**src/rtl/color_result_pkg.sv**
```systemverilog
package color_result_pkg;
  // register read port
  localparam int ADDR_W = 8;
  localparam int WORD_W = 16;
  localparam logic [ADDR_W-1:0] ADDR_C2_WORD0 = 8'h04;
  localparam logic [ADDR_W-1:0] ADDR_C2_WORD1 = 8'h05;
  localparam logic [ADDR_W-1:0] ADDR_C3_WORD0 = 8'h06;
  localparam logic [ADDR_W-1:0] ADDR_C3_WORD1 = 8'h07;
  localparam logic [WORD_W-1:0] UNMAPPED_READ = 16'h0000;

  // field widths
  localparam int RANGE_W = 4;
  localparam int SIG_W = 20;
  localparam int UPPER_W = 12;
  localparam int LOWER_W = 8;
  localparam int TALLY_W = 4;
  localparam int CHECK_W = 4;

  // field positions, first word
  localparam int RANGE_LSB = 12;
  localparam int UPPER_LSB = 0;
  // field positions, second word
  localparam int LOWER_LSB = 8;
  localparam int TALLY_LSB = 4;
  localparam int CHECK_LSB = 0;
  // upper part sits this far left in the significand
  localparam int UPPER_SHIFT = 8;

  // reset values and tally step
  localparam logic [RANGE_W-1:0] RANGE_RST = 4'h0;
  localparam logic [SIG_W-1:0] SIG_RST = 20'h00000;
  localparam logic [TALLY_W-1:0] TALLY_RST = 4'h0;
  localparam logic [CHECK_W-1:0] CHECK_RST = 4'h0;
  localparam logic [WORD_W-1:0] WORD_RST = 16'h0000;
  localparam logic [TALLY_W-1:0] TALLY_STEP = 4'h1;

  // channels handled here
  localparam int NUM_CH = 2;
endpackage

```
**src/rtl/check_code_calc.sv**
```systemverilog
`timescale 1ns/1ps
module check_code_calc
  import color_result_pkg::*;
(
  // measurement fields
  input wire logic [RANGE_W-1:0] i_range,
  input wire logic [SIG_W-1:0] i_sig,
  input wire logic [TALLY_W-1:0] i_operand,
  // check code
  output logic [CHECK_W-1:0] o_check
);
  logic odd_sig;
  logic quad_sig;

  always_comb begin
    odd_sig = 1'b0;
    quad_sig = 1'b0;
    for (int i = 1; i < SIG_W; i += 2) begin
      odd_sig = odd_sig ^ i_sig[i];
    end
    for (int i = 3; i < SIG_W; i += 4) begin
      quad_sig = quad_sig ^ i_sig[i];
    end
  end

  always_comb begin
    o_check[0] = ^{i_range, i_sig, i_operand};
    o_check[1] = i_operand[1] ^ i_operand[3] ^ odd_sig ^ i_range[1] ^ i_range[3];
    o_check[2] = i_operand[3] ^ quad_sig ^ i_range[3];
    o_check[3] = i_sig[3] ^ i_sig[11] ^ i_sig[19];
  end
endmodule

```
**src/rtl/chan_result_store.sv**
```systemverilog
`timescale 1ns/1ps
module chan_result_store
  import color_result_pkg::*;
(
  // clock and reset
  input wire logic i_sys_clk,
  input wire logic i_rst_n,
  // finished conversion
  input wire logic i_load,
  input wire logic [RANGE_W-1:0] i_range,
  input wire logic [SIG_W-1:0] i_sig,
  // packed result words
  output logic [WORD_W-1:0] o_word0,
  output logic [WORD_W-1:0] o_word1
);
  logic [TALLY_W-1:0] tally;
  logic [TALLY_W-1:0] next_tally;
  logic [CHECK_W-1:0] next_check;
  logic [UPPER_W-1:0] upper;
  logic [LOWER_W-1:0] lower;

  assign next_tally = tally + TALLY_STEP;
  assign upper = i_sig[SIG_W-1:UPPER_SHIFT];
  assign lower = i_sig[LOWER_W-1:0];

  // the check covers the tally that is stored alongside it
  check_code_calc u_check (
    .i_range(i_range),
    .i_sig(i_sig),
    .i_operand(next_tally),
    .o_check(next_check)
  );

  always_ff @(posedge i_sys_clk or negedge i_rst_n) begin
    if (!i_rst_n) begin
      tally <= TALLY_RST;
    end else if (i_load) begin
      tally <= next_tally;
    end
  end

  always_ff @(posedge i_sys_clk or negedge i_rst_n) begin
    if (!i_rst_n) begin
      o_word0 <= WORD_RST;
      o_word1 <= WORD_RST;
    end else if (i_load) begin
      o_word0 <= {i_range, upper};
      o_word1 <= {lower, next_tally, next_check};
    end
  end
endmodule

```
**src/rtl/color_channel_result_regs.sv**
```systemverilog
`timescale 1ns/1ps
// How it works
// - range code in first word bits 15-12
// - upper twelve significand bits in 11-0
// - lower eight significand bits in second word 15-8
// - significand is upper shifted eight plus lower
// - rolling tally bits 7-4, steps once per conversion, wraps from fh to 0
// - check bit 0 parity of everything
// - check bit 1 odd-bit parity
// - check bits 2,3 sparse parity terms
// - channel 2 at 4h/5h, 3 at 6h/7h, read-only
module color_channel_result_regs
  import color_result_pkg::*;
(
  // clock and reset
  input wire logic i_sys_clk,
  input wire logic i_resetn,
  // channel 2 conversion results
  input wire logic i_conv_done_c2,
  input wire logic [RANGE_W-1:0] i_range_code_c2,
  input wire logic [SIG_W-1:0] i_light_value_significand_c2,
  // channel 3 conversion results
  input wire logic i_conv_done_c3,
  input wire logic [RANGE_W-1:0] i_range_code_c3,
  input wire logic [SIG_W-1:0] i_light_value_significand_c3,
  // register read port
  input wire logic i_rd_en,
  input wire logic [ADDR_W-1:0] i_rd_addr,
  output logic [WORD_W-1:0] o_rd_data,
  output logic o_rd_ack
);
  logic rst_meta_n;
  logic rst_n;
  logic [NUM_CH-1:0] conv_done;
  logic [RANGE_W-1:0] range_in [NUM_CH];
  logic [SIG_W-1:0] sig_in [NUM_CH];
  logic [WORD_W-1:0] word0 [NUM_CH];
  logic [WORD_W-1:0] word1 [NUM_CH];
  logic [WORD_W-1:0] shadow1 [NUM_CH];
  logic [NUM_CH-1:0] shadow_valid;
  logic [NUM_CH-1:0] hit_word0;
  logic [NUM_CH-1:0] hit_word1;
  logic [WORD_W-1:0] next_rd_data;

  // release reset through two flops
  always_ff @(posedge i_sys_clk or negedge i_resetn) begin
    if (!i_resetn) begin
      rst_meta_n <= 1'b0;
      rst_n <= 1'b0;
    end else begin
      rst_meta_n <= 1'b1;
      rst_n <= rst_meta_n;
    end
  end

  assign conv_done = {i_conv_done_c3, i_conv_done_c2};
  assign range_in[0] = i_range_code_c2;
  assign range_in[1] = i_range_code_c3;
  assign sig_in[0] = i_light_value_significand_c2;
  assign sig_in[1] = i_light_value_significand_c3;

  assign hit_word0[0] = (i_rd_addr == ADDR_C2_WORD0);
  assign hit_word1[0] = (i_rd_addr == ADDR_C2_WORD1);
  assign hit_word0[1] = (i_rd_addr == ADDR_C3_WORD0);
  assign hit_word1[1] = (i_rd_addr == ADDR_C3_WORD1);

  for (genvar ch = 0; ch < NUM_CH; ch++) begin : g_ch
    chan_result_store u_store (
      .i_sys_clk(i_sys_clk),
      .i_rst_n(rst_n),
      .i_load(conv_done[ch]),
      .i_range(range_in[ch]),
      .i_sig(sig_in[ch]),
      .o_word0(word0[ch]),
      .o_word1(word1[ch])
    );

    // pair-read snapshot
    // a new conversion may land between the two word reads, so the
    // second word is frozen when the first is read
    always_ff @(posedge i_sys_clk or negedge rst_n) begin
      if (!rst_n) begin
        shadow1[ch] <= WORD_RST;
        shadow_valid[ch] <= 1'b0;
      end else if (i_rd_en && hit_word0[ch]) begin
        shadow1[ch] <= word1[ch];
        shadow_valid[ch] <= 1'b1;
      end else if (i_rd_en) begin
        shadow_valid[ch] <= 1'b0;
      end
    end
  end

  always_comb begin
    next_rd_data = UNMAPPED_READ;
    for (int ch = 0; ch < NUM_CH; ch++) begin
      if (hit_word0[ch]) begin
        next_rd_data = word0[ch];
      end else if (hit_word1[ch]) begin
        next_rd_data = shadow_valid[ch] ? shadow1[ch] : word1[ch];
      end
    end
  end

  // one-cycle read answer; writes do not exist on this port
  always_ff @(posedge i_sys_clk or negedge rst_n) begin
    if (!rst_n) begin
      o_rd_data <= WORD_RST;
      o_rd_ack <= 1'b0;
    end else begin
      o_rd_ack <= i_rd_en;
      if (i_rd_en) begin
        o_rd_data <= next_rd_data;
      end
    end
  end
endmodule

```
**config.mk**
```make
export PLATFORM = sky130hd
export DESIGN_NAME = color_channel_result_regs
export DESIGN_NICKNAME = d
export VERILOG_FILES = /design/src/rtl/color_result_pkg.sv /design/src/rtl/check_code_calc.sv /design/src/rtl/chan_result_store.sv /design/src/rtl/color_channel_result_regs.sv
export SDC_FILE = /design/constraint.sdc
export NUM_CORES = 1
export LEC_CHECK = 0
export BUFFER_PORTS_ARGS = -buffer_cell sky130_fd_sc_hd__buf_2
export CAP_MARGIN = 20
export CORE_ASPECT_RATIO = 1.25
export CORE_UTILIZATION = 63
export DETAILED_ROUTE_END_ITERATION = 8
export PLACE_DENSITY = 0.91
export SLEW_MARGIN = 0
export SYNTH_ARGS = -nofsm -noshare
export SYNTH_HDL_FRONTEND = slang
export SYNTH_HIERARCHICAL = 1
export SYNTH_SLANG_ARGS = --single-unit
```
**constraint.sdc**
```tcl
create_clock -name i_sys_clk -period 8.65 [get_ports i_sys_clk]
set_input_delay 0.4325 -clock i_sys_clk [delete_from_list [all_inputs] [get_ports i_sys_clk]]
set_output_delay 0.4325 -clock i_sys_clk [all_outputs]
set_load 0.01 [all_outputs]
```
After elaboration in Yosys (flattened, before gate mapping)
Index checks and enable logic that the tools add are counted.
W data, S select, Z words.
{ "classes": {"n_shift": 0, "n_mux": 9, "addsub": 2, "n_div": 0, "mul": 0, "bitwise_logic": 42, "n_eq_ne": 4, "magnitude_cmp": 0, "n_reduce_logical": 6} }
{ "op_table": {"columns": ["operator", "n"], "rows": [
  ["$mux W16", 6],
  ["$reduce_xor A28 Y1", 2],
  ["$xor A1 B1 Y1", 42],
  ["$eq A8 B3 Y1 const B", 4],
  ["$add A4 B1 Y4 const B", 2],
  ["$reduce_bool A2 Y1", 2],
  ["$mux W1", 3],
  ["$logic_and A1 B1 Y1", 2]
]} }
{ "totals": {"inputBits": 61, "memories": 0, "rom_bits": 0, "reg_bits": 125, "latch_bits": 0, "out_inout_bits": 17, "word_cells": 77, "ram_bits": 0} }

Logic depth before layout (Yosys ltp)
{ "logic_depth": {"word_depth": 12, "mapped_depth": 7, "mapped_depth_nobuf": 7} }

By module
Netlist, hierarchy kept.
{ "modules_own_cells": {"columns": ["module", "seq_area_each_um2", "cells_each", "area_each_um2", "instances"], "rows": [
  ["chan_result_store", 800.8, 75, 1397.6, 2],
  ["color_channel_result_regs", 1326.3, 246, 2781.4, 1],
  ["check_code_calc", 0.0, 25, 265.3, 2]
]} }

Worst setup path after synthesis
Ideal clock, no wire load.
{ "synth_timing": {"path_type": "flip-flop to flip-flop", "startpoint": "reg, netlist name g_ch[1].u_store/o_word1[6]", "endpoint": "reg g_ch[1].u_store.o_word1[0]", "n_path_buf": 0, "stages_incl_launch_ff": 8, "arrival_ps": 2254, "path_slack_ps": 6271, "cell_sequence": "dfrtp_1 nand3_1 xnor2_1 xnor2_1 xnor3_2 xnor3_1 xnor3_1 mux2_4"} }
{ "synth_lines": {"columns": ["element", "line", "source"], "rows": [
  ["end signal, assigned", "chan_result_store.sv:48", "o_word1 <= {lower, next_tally, next_check};"],
  ["end, declared", "chan_result_store.sv:14", "output logic [WORD_W-1:0] o_word1"]
]} }

==> impl_metrics.py <==
metrics = {
    "global_routing": {
        "antenna_found_initial": 0,
        "grt_usage": 0.279,
        "grt_first_pass_wirelength_mm": 21.3,
        "first_global_vias": 4094,
        "grt_max_degree": 94,
        "grt-ovfl-total": 0,
    },
    "die": {
        "die_area_um2": 10100,
        "initial_utilization": 0.659,
        "coreArea_um2": 9270,
        "ios": 78,
        "die_x_um": 90.1,
        "die_y_um": 112,
        "rows": 39,
    },
    "synth": {
        "avgSynthCellArea_um2": 13.7,
        "yosysTopAreaCell": "dfrtp_1",
        "synth_top_area_share": 0.479,
        "netlist_area_um2": 6110,
        "yosysWarnings": 6,
        "synth_seq_area_share": 0.479,
        "synth_edf_count": 0,
        "synth-main-ff-cell": "dfrtp_1",
        "synth_most_common_cell": "dfrtp_1",
        "postSynthCellCount": 446,
        "synth_commonest_cells": "dfrtp_1, mux2_4, xnor2_1, nand2_1, mux2i_1",
        "yosys-top-cells-area": "dfrtp_1, mux2_4, mux2i_1",
        "syn_nets": 509,
        "yosysUniqueCellTypes": 33,
        "synth-async-reset-ratio": 1.00,
        "ys_ff_latch": 117,
    },
    "sta": {
        "tns_ps": 0,
        "rsz0062_at_grt": "no",
        "setup_viol_count_final": 0,
        "finalHoldViolCount": 0,
        "min_period_ps": 2740,
        "hold_ws_ps": 212,
        "layout_setup_ws_ps": 5910,
        "period_share": 0.317,
        "clock-skew-final_ps": 9.64,
        "worstMarginPinSlew_ps": 1030,
        "drv_slew": 0,
        "max_freq_ghz": 0.365,
        "relSlewSlack": 0.311,
    },
    "clock_network": {
        "h-tree-depth": 4,
        "max-clock-path-buffers": 2,
        "cts_setup_buffers": 0,
        "ctsHoldBuffers": 1,
        "cts-resized-gates": 0,
        "clock_latency_ps": 420,
        "cts-buffers-inserted": 17,
        "clk_root_buffer_cell": "clkbuf_16",
        "numClockSinks": 117,
        "cts_tree": "done",
        "clkSlewWorstSetupHoldPaths_ps": 60,
    },
    "worst_setup_path": {
        "critPathKind": "reg2reg",
        "rrSetupSlack_ps": 5910,
        "r2r-start": "g_ch[0].u_store/o_word1[6]",
        "ff2ff_path_depth": 7,
        "cp-start-kind": "register",
        "worst-path-max-fanout": 6,
        "arrival_ps": 3040,
        "crit_path_end_kind": "register",
        "r2r_end": "g_ch[0].u_store/o_word1[0]",
        "required_ps": 8950,
    },
    "route": {
        "totalWireLength_mm": 13.2,
        "drc": 0,
        "dr.pass1.iters": 5,
        "ant_nets": 0,
        "vias_per_cell": 5.76,
        "detail_route.iter0.violations": 171,
        "routedWlPerCell_um": 20.2,
        "vias": 3765,
    },
    "pwr": {
        "power.leakage_nw": 3.39,
        "power.total_mw": 2.06,
        "max-vdd-ir-drop_uv": 323,
        "power_density_nw_per_um2": 290,
    },
    "placed_design": {
        "io_buffers": 77,
        "gp_congestion": 0.851,
        "hpwl_mm": 8.83,
        "dp_slack_ps": 5920,
    },
    "worst_hold_path": {
        "hp-class": "reg2async",
    },
    "layout": {
        "area_growth_pct": 15.9,
        "antenna_cells": 0,
        "register_area_um2": 2930,
        "layout-drive-gt1-share": 0.397,
        "multi_input_area_um2": 2850,
        "num-fill-cells": 539,
        "num-nets-final": 581,
    },
    "run_status": {
        "outcome": "complete, no violations",
    },
    "run": {
        "max_cap_violations": 0,
    },
}
-- cell families after synthesis --
logic type | after synthesis | share of synthesized area
buf+inv | 51 | 0.0537
flops | 117 | 0.479
mux | 122 | 0.257
simple gates | 63 | 0.0563
xor+xnor | 56 | 0.101
fa+ha+maj | 2 | 0.00410
other cells | 1 | 0.000614
compound gates | 34 | 0.0475
-- registers in the layout (all words and copies together) (netlist names) --
register	cells
o_rd_data	16
rst_n	1
g_ch.u_store/o_word1	32
shadow1	32
rst_meta_n	1
shadow_valid	2
g_ch.u_store/o_word0	32
o_rd_ack	1
-- cell usage in the layout, fill, tap and decap left out, types with 2 or more instances in the layout --
master	count
clkbuf_1	2
nand4_4	2
nand2_1	34
ha_1	2
xnor3_2	2
clkinvlp_4	2
dfrtp_1	116
buf_2	77
xnor3_1	6
clkinv_2	3
mux2i_1	32
mux2_2	27
bufinv_16	3
mux2_4	63
o2111ai_1	16
o21ai_0	2
nor2_1	17
clkbuf_16	17
a221oi_1	16
xnor2_1	36
inv_1	24
xor2_1	10
nand3_1	2
clkbuf_8	5
xnor2_2	2
-- metrics by stage --
step,instances,area (um2),util
detailed placement,620,6420,0.692
CTS,653,7050,0.761
global placement,620,6420,0.692
global route,654,7080,0.764
finish,654,7080,0.764
floorplan,446,6110,-
-- layout make-up --
class / instances / area share
multi-input cells: 278 / 0.403
flip-flops and latches: 117 / 0.414
repair buffers: 80 / 0.0608
well taps: 123 / 0.0217
clock buffers: 24 / 0.0709
clock inverters: 8 / 0.0170
inverters: 24 / 0.0127
-- worst max-delay path, stage by stage (launching register included) --
cell and delay (ps):
dfrtp_1 510, nand3_1 150, xnor2_1 290, xnor2_1 190, xnor3_2 400, xnor3_1 410
xnor3_1 410, mux2_4 270
-- routing by layer --
metal  GRT usage  wire (um)
met5           0          0
met4       0.128        347
met3      0.0766        553
met2       0.458       6850
met1       0.346       5440
-- where the power goes --
part | leakage, nW | switching, mW | internal [mW]
registers | 1.45 | 0.0915 | 0.627
clock network | 0.302 | 0.245 | 0.490
logic | 1.63 | 0.228 | 0.375
total | 3.39 | 0.564 | 1.49
-- worst max-delay path by stage --
| stage | startpoint | endpoint | slack [ps] | cells past startpoint |
|---|---|---|---|---|
| after floorplan | rst_n | g_ch[0].u_store/o_word0[0] | 5150 | 0 |
| after detailed placement | i_rd_addr[3] | o_rd_data[4] | 5920 | 5 |
| after CTS | g_ch[0].u_store/o_word1[6] | g_ch[0].u_store/o_word1[0] | 5890 | 7 |
| after global placement | g_ch[0].u_store/o_word1[6] | g_ch[0].u_store/o_word1[0] | 5990 | 7 |
| final | g_ch[0].u_store/o_word1[6] | g_ch[0].u_store/o_word1[0] | 5910 | 7 |
| after global routing | g_ch[0].u_store/o_word1[4] | g_ch[0].u_store/o_word1[0] | 5820 | 7 |
Power figures use the tool's default switching activity.
